--- config.mk ---
export PLATFORM = sky130hd
export DESIGN_NAME = pin_selectable_watchdog
export DESIGN_NICKNAME = d
export VERILOG_FILES = /design/src/rtl/sync2.v /design/src/rtl/pin_selectable_watchdog.v
export VERILOG_INCLUDE_DIRS = /design/src /design/src/rtl
export SDC_FILE = /design/constraint.sdc
export NUM_CORES = 1
export LEC_CHECK = 0
export ABC_AREA = 1
export BUFFER_PORTS_ARGS = -buffer_cell sky130_fd_sc_hd__buf_2
export CORE_MARGIN = 5
export CORE_UTILIZATION = 63
export CTS_CLUSTER_SIZE = 25
export DETAILED_ROUTE_END_ITERATION = 8
export PLACE_DENSITY = 0.82
export SYNTH_ARGS = -nofsm -noshare
export SYNTH_HDL_FRONTEND = slang
export SYNTH_SLANG_ARGS = --single-unit
--- constraint.sdc ---
create_clock -name clk_sys -period 4.44 [get_ports clk_sys]
set_input_delay 0.222 -clock clk_sys [delete_from_list [all_inputs] [get_ports clk_sys]]
set_output_delay 0.222 -clock clk_sys [all_outputs]
set_load 0.03 [all_outputs]
--- src/rtl/wdog_consts.vh ---
// Timing constants for the pin-selectable watchdog.
// Assumes a 100 MHz system clock and a 1 us prescaler tick.
`ifndef WDOG_CONSTS_VH
`define WDOG_CONSTS_VH

// System clock period in ns and prescaler tick in ns
`define CLK_PERIOD_NS 10
`define TICK_NS 1000
`define TICK_CYCLES (`TICK_NS / `CLK_PERIOD_NS)

// Select code that disables the watchdog
`define SEL_DISABLED 3'b011

// Settle interval, in us ticks (at most 300 us)
`define SETTLE_US 300

// Fault pulse widths in us: open-drain class and push-pull class
`define PULSE_OD_US 150000
`define PULSE_PP_US 1500

// Time-table values in us
`define T_30US 30
`define T_200US 200
`define T_1MS 1000
`define T_3MS 3000
`define T_10MS 10000
`define T_30MS 30000
`define T_100MS 100000
`define T_300MS 300000
`define T_1S 1000000
`define T_3S 3000000
`define T_10S 10000000
`define T_60S 60000000

// Variant codes
`define VAR_EQUAL 2'd0
`define VAR_LONG 2'd1
`define VAR_SPLIT 2'd2

`endif

--- src/rtl/sync2.v ---
// Two-flop synchroniser for a bus of asynchronous levels.
// Assumes the inputs are quasi-static relative to clk_sys.
`default_nettype none

module sync2 #(
  parameter WIDTH = 1
) (
  // Clock
  input wire clk_sys,
  // Data
  input wire [WIDTH-1:0] async_in,
  output wire [WIDTH-1:0] sync_out
);

  reg [WIDTH-1:0] meta_reg;
  reg [WIDTH-1:0] stable_reg;

  // First flop feeds only the second
  always @(posedge clk_sys) begin
    meta_reg <= async_in;
    stable_reg <= meta_reg;
  end

  assign sync_out = stable_reg;

endmodule // sync2

`default_nettype wire

--- src/rtl/pin_selectable_watchdog.v ---
// Pin-selectable watchdog supervisor with three timing variants.
// Assumes kick and select pins are asynchronous; reset acts as power-up.
// Operation
// - Either kick edge restarts the timeout count
// - Asserting fault clears the timeout count
// - Kick idle a full timeout pulses fault low
// - Pulse width 100-300 ms or 1-3 ms
// - Ignore kick during settle after power-up/select change
// - Select 011 disables counting and pulses
// - Variant one: startup delay equals timeout table
// - Variant two: 60 s startup, own timeout table
// - Variant three: separate delay and timeout tables
// - First-edge settings wait for first kick edge
// - Startup delay blocks counting and fault pulses
// - Settle interval lasts at most 300 us
// - Select change waits for running pulse end
// - Fresh timeout after pulse; ignore kicks meanwhile
`default_nettype none
`include "wdog_consts.vh"

module pin_selectable_watchdog #(
  parameter VARIANT = 0,         // 0 equal, 1 long, 2 split
  parameter PUSH_PULL = 0,       // 0 open-drain class, 1 push-pull class
  parameter TICK_CYCLES = `TICK_CYCLES
) (
  // Clock and reset
  input wire clk_sys,
  input wire reset,
  // Processor side pins
  input wire kick_in,
  input wire timing_sel_bit0,
  input wire timing_sel_bit1,
  input wire timing_sel_bit2,
  // Fault output, open-drain style pair
  output reg fault_pulse_n,
  output reg fault_oe,
  // Status
  output reg disabled_out
);

  localparam ST_SETTLE = 5'h01;
  localparam ST_STARTUP = 5'h02;
  localparam ST_RUN = 5'h04;
  localparam ST_FAULT = 5'h08;
  localparam ST_OFF = 5'h10;
  localparam [31:0] PULSE_US = PUSH_PULL ? `PULSE_PP_US : `PULSE_OD_US;
  localparam [31:0] FIRST_EDGE = 32'hffffffff;

  wire [3:0] pins_sync;
  wire kick_s;
  wire [2:0] sel_s;
  reg kick_prev_reg;
  reg [2:0] sel_prev_reg;
  reg [4:0] state_reg;
  reg [31:0] tick_div_reg;
  reg [31:0] count_reg;
  reg [2:0] sel_live_reg;
  reg change_pend_reg;
  reg [31:0] t_delay;
  reg [31:0] t_wd;
  wire tick;
  wire kick_edge;
  wire sel_changed;

  // Synchronise pins before use
  sync2 #(.WIDTH(4)) u_sync (
    .clk_sys(clk_sys),
    .async_in({timing_sel_bit2, timing_sel_bit1, timing_sel_bit0, kick_in}),
    .sync_out(pins_sync)
  );
  assign kick_s = pins_sync[0];
  assign sel_s = pins_sync[3:1];
  assign kick_edge = kick_s ^ kick_prev_reg;
  assign sel_changed = sel_s != sel_prev_reg;

  // Microsecond prescaler
  always @(posedge clk_sys) begin
    if (reset || tick_div_reg == TICK_CYCLES - 1) begin
      tick_div_reg <= 32'h0;
    end else begin
      tick_div_reg <= tick_div_reg + 32'h1;
    end
  end
  assign tick = tick_div_reg == TICK_CYCLES - 1;

  // Timing tables; values are minimums, counts run to 1.5x
  always @* begin
    t_wd = `T_1MS;
    t_delay = `T_1MS;
    case (VARIANT)
      0: begin
        case (sel_live_reg)
          3'b000: t_wd = `T_1MS;
          3'b001: t_wd = `T_10MS;
          3'b010: t_wd = `T_30MS;
          3'b100: t_wd = `T_100MS;
          3'b101: t_wd = `T_1S;
          3'b110: t_wd = `T_10S;
          default: t_wd = `T_60S;
        endcase
        t_delay = t_wd;
      end
      1: begin
        case (sel_live_reg)
          3'b000: t_wd = `T_1MS;
          3'b001: t_wd = `T_3MS;
          3'b010: t_wd = `T_10MS;
          3'b100: t_wd = `T_100MS;
          3'b101: t_wd = `T_300MS;
          3'b110: t_wd = `T_3S;
          default: t_wd = `T_60S;
        endcase
        t_delay = `T_60S;
      end
      default: begin
        // Startup delay table; first-edge codes have no fixed period
        case (sel_live_reg)
          3'b000: t_delay = `T_3MS;
          3'b001: t_delay = `T_3S;
          3'b100: t_delay = `T_200US;
          3'b101: t_delay = FIRST_EDGE;
          3'b110: t_delay = FIRST_EDGE;
          default: t_delay = `T_60S;
        endcase
        // Timeout table
        case (sel_live_reg)
          3'b000: t_wd = `T_3MS;
          3'b001: t_wd = `T_3S;
          3'b010: t_wd = `T_1S;
          3'b100: t_wd = `T_30US;
          3'b101: t_wd = `T_1S;
          default: t_wd = `T_10S;
        endcase
      end
    endcase
  end

  // Main sequencer
  always @(posedge clk_sys) begin
    if (reset) begin
      state_reg <= ST_SETTLE;
      count_reg <= 32'h0;
      kick_prev_reg <= 1'b0;
      sel_prev_reg <= 3'h0;
      sel_live_reg <= 3'h0;
      change_pend_reg <= 1'b1;
      fault_pulse_n <= 1'b1;
      fault_oe <= 1'b0;
      disabled_out <= 1'b0;
    end else begin
      kick_prev_reg <= kick_s;
      sel_prev_reg <= sel_s;
      fault_oe <= 1'b0;
      fault_pulse_n <= 1'b1;
      if (sel_changed) begin
        change_pend_reg <= 1'b1;
      end
      case (state_reg)
        ST_SETTLE: begin
          // Kicks ignored; live select follows the pins every settle cycle
          sel_live_reg <= sel_s;
          change_pend_reg <= 1'b0;
          if (sel_changed) begin
            count_reg <= 32'h0;
          end else if (tick) begin
            count_reg <= count_reg + 32'h1;
          end
          if (!sel_changed && tick && count_reg >= `SETTLE_US - 1) begin
            count_reg <= 32'h0;
            state_reg <= (sel_s == `SEL_DISABLED) ? ST_OFF : ST_STARTUP;
          end
        end
        ST_STARTUP: begin
          // No counting of timeouts nor pulses here
          if (sel_changed) begin
            count_reg <= 32'h0;
            state_reg <= ST_SETTLE;
          end else if (t_delay == FIRST_EDGE) begin
            if (kick_edge) begin
              state_reg <= ST_RUN;
            end
          end else if (tick) begin
            count_reg <= count_reg + 32'h1;
            if (count_reg >= t_delay + (t_delay >> 1)) begin
              count_reg <= 32'h0;
              state_reg <= ST_RUN;
            end
          end
        end
        ST_RUN: begin
          if (sel_changed) begin
            count_reg <= 32'h0;
            state_reg <= ST_SETTLE;
          end else if (kick_edge) begin
            count_reg <= 32'h0;
          end else if (tick) begin
            count_reg <= count_reg + 32'h1;
            if (count_reg >= t_wd + (t_wd >> 1)) begin
              count_reg <= 32'h0;
              state_reg <= ST_FAULT;
              fault_pulse_n <= 1'b0;
              fault_oe <= 1'b1;
            end
          end
        end
        ST_FAULT: begin
          // Kicks ignored; pulse runs to completion
          fault_pulse_n <= 1'b0;
          fault_oe <= 1'b1;
          if (tick) begin
            count_reg <= count_reg + 32'h1;
          end
          if (tick && count_reg >= PULSE_US - 1) begin
            count_reg <= 32'h0;
            fault_pulse_n <= 1'b1;
            fault_oe <= 1'b0;
            state_reg <= (change_pend_reg || sel_changed) ? ST_SETTLE : ST_RUN;
          end
        end
        ST_OFF: begin
          count_reg <= 32'h0;
          if (sel_changed) begin
            state_reg <= ST_SETTLE;
          end
        end
        default: begin
          state_reg <= ST_SETTLE;
          count_reg <= 32'h0;
        end
      endcase
      disabled_out <= (state_reg == ST_OFF);
    end
  end

endmodule // pin_selectable_watchdog

`default_nettype wire

==> impl_metrics.env, run 1 <==
export IMPL_status="finished, final reports clean"
export IMPL_cts_tree="done"
export IMPL_gp_congestion=0.9267
export IMPL_fin_tns_setup_ns=0
export IMPL_grt_max_degree=20
export IMPL_crit_path_frequent_cell="nand2_1"
export IMPL_cts_made_buffers=9
export IMPL_overflow=0
export IMPL_cap_violations=0
export IMPL_relSlewSlack_pct=49.46
export IMPL_vdd_drop_max_v=0.0003461
export IMPL_crit_slowest_cell="dfxtp_1"
export IMPL_layout_commonest_cell="nand2_1"
export IMPL_fp_coreArea_um2=9639
export IMPL_htree_levels=3
export IMPL_die_h_um=108.5
export IMPL_insertedDiodeCount=0
export IMPL_synthesis_area_um2=6116
export IMPL_drive_above_1_share_pct=11.60
export IMPL_fin_crit_ns=3.906
export IMPL_drtIter0Drc=477
export IMPL_antenna_found_initial=0
export IMPL_port_buffers=8
export IMPL_layout_nets=967
export IMPL_post_cts_resized=0
export IMPL_hpwlAfterDp_mm=10.82
export IMPL_leakage_nw=2.844
export IMPL_worstHoldStart="reset"
export IMPL_groute_usage_overall_pct=24.84
export IMPL_boundaryPins=9
export IMPL_clkSinkCount=88
export IMPL_critPathRequiredTime_ns=4.69
export IMPL_vias=5693
export IMPL_synth_flop_cell="dfxtp_1"
export IMPL_crit_path_start="sel_live_reg[1]"
export IMPL_initial_core_util_pct=63.45
export IMPL_synth_edf_count=0
export IMPL_synth_top_cell_area_share_pct=28.81
export IMPL_syn_area_per_cell_um2=6.713
export IMPL_grt_pass1_wl_mm=23.74
export IMPL_syn_num_nets=952
export IMPL_layout_common_cells="213 x nand2_1, 121 x nor2_1, 117 x inv_1"
export IMPL_slowest_delay_ns=0.37
export IMPL_min_path_type="in2reg"
export IMPL_cts_root_buffer="clkbuf_8"
export IMPL_dieWidth_um=108.5
export IMPL_end_kind="flip-flop"
export IMPL_fillCellCount=888
export IMPL_firstDrtPassIters=5
export IMPL_cts_buffer_depth=2
export IMPL_cp_start_kind="flip-flop"
export IMPL_tightest_slew_ns=0.7540
export IMPL_drc_errors=0
export IMPL_avgRoutedWirePerCell_um=13.16
export IMPL_die_area_um2=11780
export IMPL_report_final_slew_viol_count=0
export IMPL_syn2layout_area_growth_pct=6.465
export IMPL_place_area_um2=6242
export IMPL_synthTopCellsByArea="dfxtp_1 29%, nand2_1 13%, nor2_1 7.4%, inv_1 7.2%, ha_1 6.8%"
export IMPL_rsz0062_at_grt="no"
export IMPL_synthCells=911
export IMPL_path_delay_family="simple AND/OR/NAND/NOR gates"
export IMPL_path_class="reg2reg"
export IMPL_yosysWarnings=0
export IMPL_first_global_vias=5131
export IMPL_stdcell_area_um2=6511
export IMPL_power_density_nw_per_um2=352.5
export IMPL_fin_skew_ns=0.01301
export IMPL_synth_seq_cells=88
export IMPL_hold_viol_final=0
export IMPL_worstPathMaxFanout=9
export IMPL_finalSetupViolations=0
export IMPL_clk_pin_slew_ns=0.09
export IMPL_wl_mm=14.01
export IMPL_rows=36
export IMPL_synth_top_area_cell="dfxtp_1"
export IMPL_antenna_left=0
export IMPL_clk_latency_ns=0.37
export IMPL_arrival_ns=4.16
export IMPL_async_flop_share_pct=0
export IMPL_via_per_inst=5.351
export IMPL_finalCritPeriodShare_pct=87.97
export IMPL_fmax_mhz=256.0
export IMPL_path_buf_inv=4
export IMPL_synth_cell_types=44
export IMPL_ys_seq_area_share_pct=28.81
export IMPL_r2r_start="sel_live_reg[1]"
final timing paths:
check	to	slack, ns	depth (start not counted)
max	count_reg[15]	0.53	28
min	sel_prev_reg[1]	0.16	2
max reg2reg	count_reg[15]	0.53	28
min reg2reg	u_sync.sync_out[0]	0.33	0
layer usage:
| metal | GRT usage (%) | vias up | routed length (µm) |
|---|---|---|---|
| met1 | 34.21 | 2549 | 6635 |
| met2 | 39.94 | 156 | 6303 |
| met3 | 4.239 | 29 | 760 |
| met5 | 0 | - | 0 |
| li1 | - | 2959 | - |
| met4 | 7.214 | 0 | 308 |
worst reg2reg max path, delay by kind of cell, from the launching register on:
kind	cells	cell delay [ns]
adders and majority gates	2	0.55
and+or+nand+nor	17	1.66
buffers and inverters	4	0.36
DFF	1	0.37
AOI/OAI and AO/OA	5	0.86
area by class of cell:
cell class / count / area (µm²) / area share, %
clock buffer: 12 / 135.1 / 2.075
clock inverter: 4 / 53.80 / 0.8263
inverter: 129 / 491.7 / 7.552
multi-input combinational: 682 / 3767 / 57.86
sequential: 88 / 1762 / 27.06
tap: 133 / 166.4 / 2.556
timing repair buffer: 16 / 135.1 / 2.075
power breakdown:
group / internal (mW) / switching, mW
registers: 0.823 / 0.0274
logic: 0.322 / 0.566
clock network: 0.263 / 0.293
Yosys cell counts, drive strengths merged, types with 2 or more instances:
| cell | n |
|---|---|
| clkinv | 3 |
| fa | 2 |
| a21oi | 37 |
| ha | 33 |
| inv | 126 |
| o211ai | 3 |
| clkbuf | 3 |
| nor4 | 3 |
| nand2 | 225 |
| xor2 | 25 |
| nor3 | 46 |
| o21bai | 4 |
| nand4 | 24 |
| nand3 | 67 |
| buf | 9 |
| xnor2 | 12 |
| nand3b | 4 |
| dfxtp | 88 |
| nor2 | 152 |
| o21ai | 39 |
kinds of logic after synthesis:
logic type / after synthesis / share of synthesized area (%)
buffers and inverters: 141 / 9.595
XOR/XNOR: 37 / 5.299
AO/OA/AOI/OAI: 87 / 7.754
flip-flops: 88 / 28.81
AND/OR/NAND/NOR: 523 / 41.14
adder cells (fa/ha/maj): 35 / 7.406
per-stage QoR:
| step | hold slack, ns | worst slack, ns | cells | total power [mW] | util [%] |
|---|---|---|---|---|---|
| after floorplan | 0.2497 | 0.8113 | 911 | 1.557 | - |
| after global placement | 0.3116 | 0.5561 | 1042 | 1.718 | 64.76 |
| after detailed placement | 0.3138 | 0.4187 | 1042 | 1.738 | 64.76 |
| after CTS | 0.1630 | 0.3990 | 1062 | 2.286 | 67.13 |
| after global routing | 0.1690 | 0.1069 | 1064 | 2.480 | 67.55 |
| final | 0.1638 | 0.5340 | 1064 | 2.295 | 67.55 |
timing repair:
item / 4_1_cts / 5_1_grt
setup buffers: 0 / 2
setup endpoints to repair: 0 / 21
endpoints found under the hold margin: 4 / 0
hold buffers: 4 / 0
Power figures use the tool's default switching activity.
==> run 2, diff against run 1 <==
--- a/config.mk
+++ b/config.mk
@@ -13,6 +13,7 @@
 export CTS_CLUSTER_SIZE = 25
 export DETAILED_ROUTE_END_ITERATION = 8
 export PLACE_DENSITY = 0.82
+export RECOVER_POWER = 25
 export SYNTH_ARGS = -nofsm -noshare
 export SYNTH_HDL_FRONTEND = slang
 export SYNTH_SLANG_ARGS = --single-unit
==> impl_metrics.env, run 2 (same netlist as run 1, synthesis figures left out) <==
export IMPL_min_path_type="in2reg"
export IMPL_arrival_ns=4.15
export IMPL_worstPathMaxFanout=9
export IMPL_leakage_nw=2.832
export IMPL_drtIter0Drc=487
export IMPL_status="finished, final reports clean"
export IMPL_cts_root_buffer="clkbuf_8"
export IMPL_fin_skew_ns=0.01040
export IMPL_power_share_combinational_pct=38.7
export IMPL_antenna_left=0
export IMPL_rows=36
export IMPL_report_final_slew_viol_count=0
export IMPL_clk_latency_ns=0.37
export IMPL_net_switching_power_mw=0.8791
export IMPL_switching_share_pct=38.47
export IMPL_crit_slowest_cell="dfxtp_1"
export IMPL_cap_violations=0
export IMPL_groute_usage_overall_pct=24.84
export IMPL_fp_coreArea_um2=9639
export IMPL_syn2layout_area_growth_pct=6.199
export IMPL_fin_crit_ns=3.902
export IMPL_clkSinkCount=88
export IMPL_critPathRequiredTime_ns=4.69
export IMPL_total_power_mw=2.285
export IMPL_stdcell_area_um2=6495
export IMPL_finalCritPeriodShare_pct=87.88
export IMPL_crit_path_frequent_cell="nand2_1"
export IMPL_drive_above_1_share_pct=10.85
export IMPL_clk_pin_slew_ns=0.09
export IMPL_drc_errors=0
export IMPL_grt_pass1_wl_mm=23.74
export IMPL_layout_commonest_cell="nand2_1"
export IMPL_place_area_um2=6242
export IMPL_cts_buffer_depth=2
export IMPL_pwr_share_seq_pct=37.2
export IMPL_rsz0062_at_grt="no"
export IMPL_relSlewSlack_pct=12.80
export IMPL_dp_cells=1042
export IMPL_fin_tns_setup_ns=0
export IMPL_port_buffers=8
export IMPL_firstDrtPassIters=5
export IMPL_gp_congestion=0.9267
export IMPL_fmax_mhz=256.3
export IMPL_antenna_found_initial=0
export IMPL_cp_start_kind="flip-flop"
export IMPL_avgRoutedWirePerCell_um=13.12
export IMPL_insertedDiodeCount=0
export IMPL_cts_tree="done"
export IMPL_hpwlAfterDp_mm=10.82
export IMPL_htree_levels=3
export IMPL_end_kind="flip-flop"
export IMPL_finalSetupViolations=0
export IMPL_layout_nets=967
export IMPL_tightest_slew_ns=1.298
export IMPL_wl_mm=13.96
export IMPL_path_buf_inv=4
export IMPL_dieWidth_um=108.5
export IMPL_path_class="reg2reg"
export IMPL_layout_common_cells="213 x nand2_1, 122 x nor2_1, 118 x inv_1"
export IMPL_hold_viol_final=0
export IMPL_die_h_um=108.5
export IMPL_first_global_vias=5131
export IMPL_power_density_nw_per_um2=351.8
export IMPL_overflow=0
export IMPL_initial_core_util_pct=63.45
export IMPL_fillCellCount=892
export IMPL_final_cells=1064
export IMPL_whs_ns=0.1656
export IMPL_vias=5723
export IMPL_cts_made_buffers=9
export IMPL_boundaryPins=9
export IMPL_slowest_delay_ns=0.37
export IMPL_vdd_drop_max_v=0.0003331
export IMPL_p_clk_share_pct=24.2
export IMPL_grt_max_degree=20
export IMPL_intPower_mw=1.406
export IMPL_path_delay_family="simple AND/OR/NAND/NOR gates"
export IMPL_via_per_inst=5.379
export IMPL_die_area_um2=11780
## run 2: changes by cell type in the layout (fill, tap and decap cells not counted)
cell	before	now
buf_2	8	5
nor2_2	26	25
nand3_1	59	60
nand3_2	6	5
inv_1	117	118
nor2_1	121	122
inv_2	9	8
nor3_1	29	30
clkbuf_1	3	6
nor3_2	15	14
## run 2: power groups by stage
stage	Sequential, mW	Combinational [mW]	Clock (mW)
2_1_floorplan	0.864	0.693	0
3_5_place_dp	0.868	0.870	0
6_report	0.849	0.883	0.553
4_1_cts	0.849	0.876	0.560
3_3_place_gp	0.866	0.852	0
5_1_grt	0.854	1.02	0.597
## run 2: final timing paths
kind                                          from                 end  slack (ns)  depth (start not counted)
worst max-delay path               sel_live_reg[1]       count_reg[15]        0.54                         28
worst min-delay path                         reset     sel_prev_reg[1]        0.17                          2
worst max register to register     sel_live_reg[1]       count_reg[15]        0.54                         28
worst min register to register  u_sync.meta_reg[0]  u_sync.sync_out[0]        0.33                          0
## run 2: layout make-up
cell class	instances	area, µm²	share of cell area (%)
clock inverters	4	53.80	0.8284
flip-flops and latches	88	1762	27.12
inverters	129	491.7	7.571
clock buffers	12	135.1	2.081
repair buffers	16	131.4	2.023
well taps	133	166.4	2.562
multi-input cells	682	3755	57.81
## run 2: metal layers
layer	track usage [%]	part of all wire [%]	vias up
met4	7.214	2.2	0
met5	0	0	-
met1	34.21	47	2570
met3	4.239	5.7	29
met2	39.94	45	165
li1	-	-	2959
## run 2: per-stage QoR
stage | setup WS (ns) | util, %
2_1_floorplan | 0.8113 | -
3_3_place_gp | 0.5561 | 64.76
3_5_place_dp | 0.4187 | 64.76
4_1_cts | 0.3990 | 67.13
5_1_grt | 0.1069 | 67.38
6_report | 0.5383 | 67.38
## run 2: timing repair
action | CTS | global route
hold buffers | 4 | 0
setup buffers | 0 | 2
setup endpoints to repair | 0 | 21
gates resized for setup | 0 | 0
hold endpoints to repair | 4 | 0
==> run 3, diff against run 2 <==
--- a/config.mk
+++ b/config.mk
@@ -6,13 +6,12 @@
 export SDC_FILE = /design/constraint.sdc
 export NUM_CORES = 1
 export LEC_CHECK = 0
-export ABC_AREA = 1
 export BUFFER_PORTS_ARGS = -buffer_cell sky130_fd_sc_hd__buf_2
 export CORE_MARGIN = 5
 export CORE_UTILIZATION = 63
 export CTS_CLUSTER_SIZE = 25
 export DETAILED_ROUTE_END_ITERATION = 8
-export PLACE_DENSITY = 0.82
+export PLACE_DENSITY = 0.91
 export RECOVER_POWER = 25
 export SYNTH_ARGS = -nofsm -noshare
 export SYNTH_HDL_FRONTEND = slang
==> impl_metrics.env, run 3 <==
export IMPL_status="finished, final reports clean"
export IMPL_final_cells=714
export IMPL_hpwlAfterDp_mm=8.019
export IMPL_boundaryPins=9
export IMPL_vias=4334
export IMPL_fin_util_pct=68.51
export IMPL_drtIter0Drc=365
export IMPL_whs_path_depth=2
export IMPL_vdd_drop_max_v=0.0002616
export IMPL_die_area_um2=9780
export IMPL_yosysWarnings=0
export IMPL_initial_core_util_pct=64.43
export IMPL_async_flop_share_pct=0
export IMPL_grt_max_degree=33
export IMPL_synth_flop_cell="dfxtp_1"
export IMPL_layout_common_cells="87 x dfxtp_1, 86 x nor2_1, 62 x nand2_1"
export IMPL_avgRoutedWirePerCell_um=15.37
export IMPL_antenna_left=0
export IMPL_synthesis_area_um2=4979
export IMPL_port_buffers=8
export IMPL_synth_top_area_cell="dfxtp_1"
export IMPL_insertedDiodeCount=0
export IMPL_layout_commonest_cell="dfxtp_1"
export IMPL_arrival_ns=4.29
export IMPL_synthCells=603
export IMPL_grt_pass1_wl_mm=18.98
export IMPL_die_h_um=98.90
export IMPL_total_power_mw=2.053
export IMPL_r2r_cells=17
export IMPL_dieWidth_um=98.90
export IMPL_fin_skew_ns=0.01669
export IMPL_groute_usage_overall_pct=23.16
export IMPL_cap_violations=0
export IMPL_report_final_slew_viol_count=0
export IMPL_crit_path_start="sel_live_reg[0]"
export IMPL_min_path_type="in2reg"
export IMPL_layout_nets=649
export IMPL_fin_tns_setup_ns=0
export IMPL_clkSinkCount=88
export IMPL_finalSetupViolations=0
export IMPL_leakage_nw=1.942
export IMPL_gp_congestion=0.9108
export IMPL_synth_seq_cells=88
export IMPL_first_global_vias=4179
export IMPL_power_density_nw_per_um2=387.8
export IMPL_cts_buffer_depth=2
export IMPL_htree_levels=3
export IMPL_worstPathMaxFanout=14
export IMPL_synth_edf_count=0
export IMPL_via_per_inst=6.070
export IMPL_synth_cell_types=56
export IMPL_cp_start_kind="flip-flop"
export IMPL_synth_most_common_cell="dfxtp_1"
export IMPL_finalCritPeriodShare_pct=91.57
export IMPL_syn_area_per_cell_um2=8.256
export IMPL_cts_tree="done"
export IMPL_path_class="reg2reg"
export IMPL_overflow=0
export IMPL_drive_above_1_share_pct=5.882
export IMPL_tightest_slew_ns=1.152
export IMPL_antenna_found_initial=0
export IMPL_fmax_mhz=246.0
export IMPL_cts_made_buffers=9
export IMPL_clk_latency_ns=0.37
export IMPL_drc_errors=0
export IMPL_hold_viol_final=0
export IMPL_relSlewSlack_pct=23.17
export IMPL_rsz0062_at_grt="no"
export IMPL_clk_pin_slew_ns=0.09
export IMPL_syn2layout_area_growth_pct=6.333
export IMPL_fin_crit_ns=4.066
export IMPL_ys_seq_area_share_pct=35.39
export IMPL_cts_root_buffer="clkbuf_8"
export IMPL_end_kind="flip-flop"
export IMPL_synth_top_cell_area_share_pct=35.39
export IMPL_firstDrtPassIters=5
export IMPL_critPathRequiredTime_ns=4.67
export IMPL_r2r_start="sel_live_reg[0]"
export IMPL_rows=32
export IMPL_synthTopCellsByCount="88 x dfxtp_1, 86 x nor2_1, 62 x nand2_1"
export IMPL_worstHoldStart="reset"
export IMPL_synthTopCellsByArea="dfxtp_1 35%, ha_1 8.3%, xor2_1 7.0%, nor2_1 6.5%, xnor2_1 5.5%"
export IMPL_fillCellCount=604
export IMPL_dp_cells=695
export IMPL_syn_num_nets=644
export IMPL_wl_mm=10.98
export IMPL_fp_coreArea_um2=7727
-- run 3: cells by family after synthesis --
| family | Yosys count | share of synthesized area, % |
|---|---|---|
| buffers and inverters | 39 | 3.367 |
| AO/OA/AOI/OAI | 93 | 12.06 |
| adder cells (fa/ha/maj) | 35 | 9.098 |
| XOR/XNOR | 71 | 12.49 |
| flip-flops | 88 | 35.39 |
| AND/OR/NAND/NOR | 276 | 27.37 |
| multiplexers | 1 | 0.2262 |
-- run 3: repair_timing --
action,4_1_cts,5_1_grt
resized for setup,0,2
endpoints found under the setup margin,0,21
setup buffers,0,0
hold buffers,4,0
hold endpoints to repair,4,0
-- run 3: report_power, final --
part           internal [mW]  switching [mW]  leakage [nW]  total, mW
logic                  0.281           0.405          1.14      0.687
clock network          0.203           0.299        0.0859      0.502
registers              0.816          0.0476         0.715      0.864
-- run 3: cell type report --
| cell class | instances | area [µm²] | share of cell area [%] |
|---|---|---|---|
| clock buffer | 9 | 123.9 | 2.340 |
| clock inverter | 6 | 43.79 | 0.8272 |
| inverter | 16 | 60.06 | 1.134 |
| multi-input combinational | 476 | 3049 | 57.60 |
| sequential | 88 | 1763 | 33.30 |
| tap | 102 | 127.6 | 2.411 |
| timing repair buffer | 17 | 126.4 | 2.387 |
-- run 3: path summary, 6_finish.rpt --
check,end,slack [ns]
max,count_reg[27],0.37
min,sel_prev_reg[0],0.23
max reg2reg,count_reg[27],0.37
min reg2reg,u_sync.sync_out[2],0.33
-- run 3: metal layers --
layer  share of wire (%)  up-vias  global-route usage [%]
met4                 2.1        0                   8.824
met3                 4.4       27                   3.751
li1                    -     2117                       -
met1                  43     2052                   28.24
met2                  50      138                   40.70
met5                   0        -                       0
-- run 3: critical path, stage by stage, from the launching register on --
cell	delay, ns
dfxtp_2	0.49
xnor2_1	0.14
nor2_1	0.29
ha_1	0.31
a21oi_1	0.27
o21bai_1	0.11
a21oi_1	0.24
nand2b_1	0.15
nand2_1	0.06
xor2_1	0.12
a31oi_1	0.10
ha_1	0.28
and4_1	0.19
nand2_1	0.05
o21ai_0	0.38
a21oi_1	0.18
o21ai_1	0.40
a221oi_1	0.16
-- run 3: stage by stage --
| stage | instance area (µm²) | worst slack [ns] | hold WS (ns) |
|---|---|---|---|
| 4_1_cts | 5296 | 0.1737 | 0.2213 |
| 2_1_floorplan | 4979 | 0.6974 | 0.2497 |
| 5_1_grt | 5294 | 0.07260 | 0.2515 |
| 3_3_place_gp | 5089 | 0.5352 | 0.3128 |
| 3_5_place_dp | 5089 | 0.1900 | 0.3138 |
| 6_report | 5294 | 0.3743 | 0.2306 |
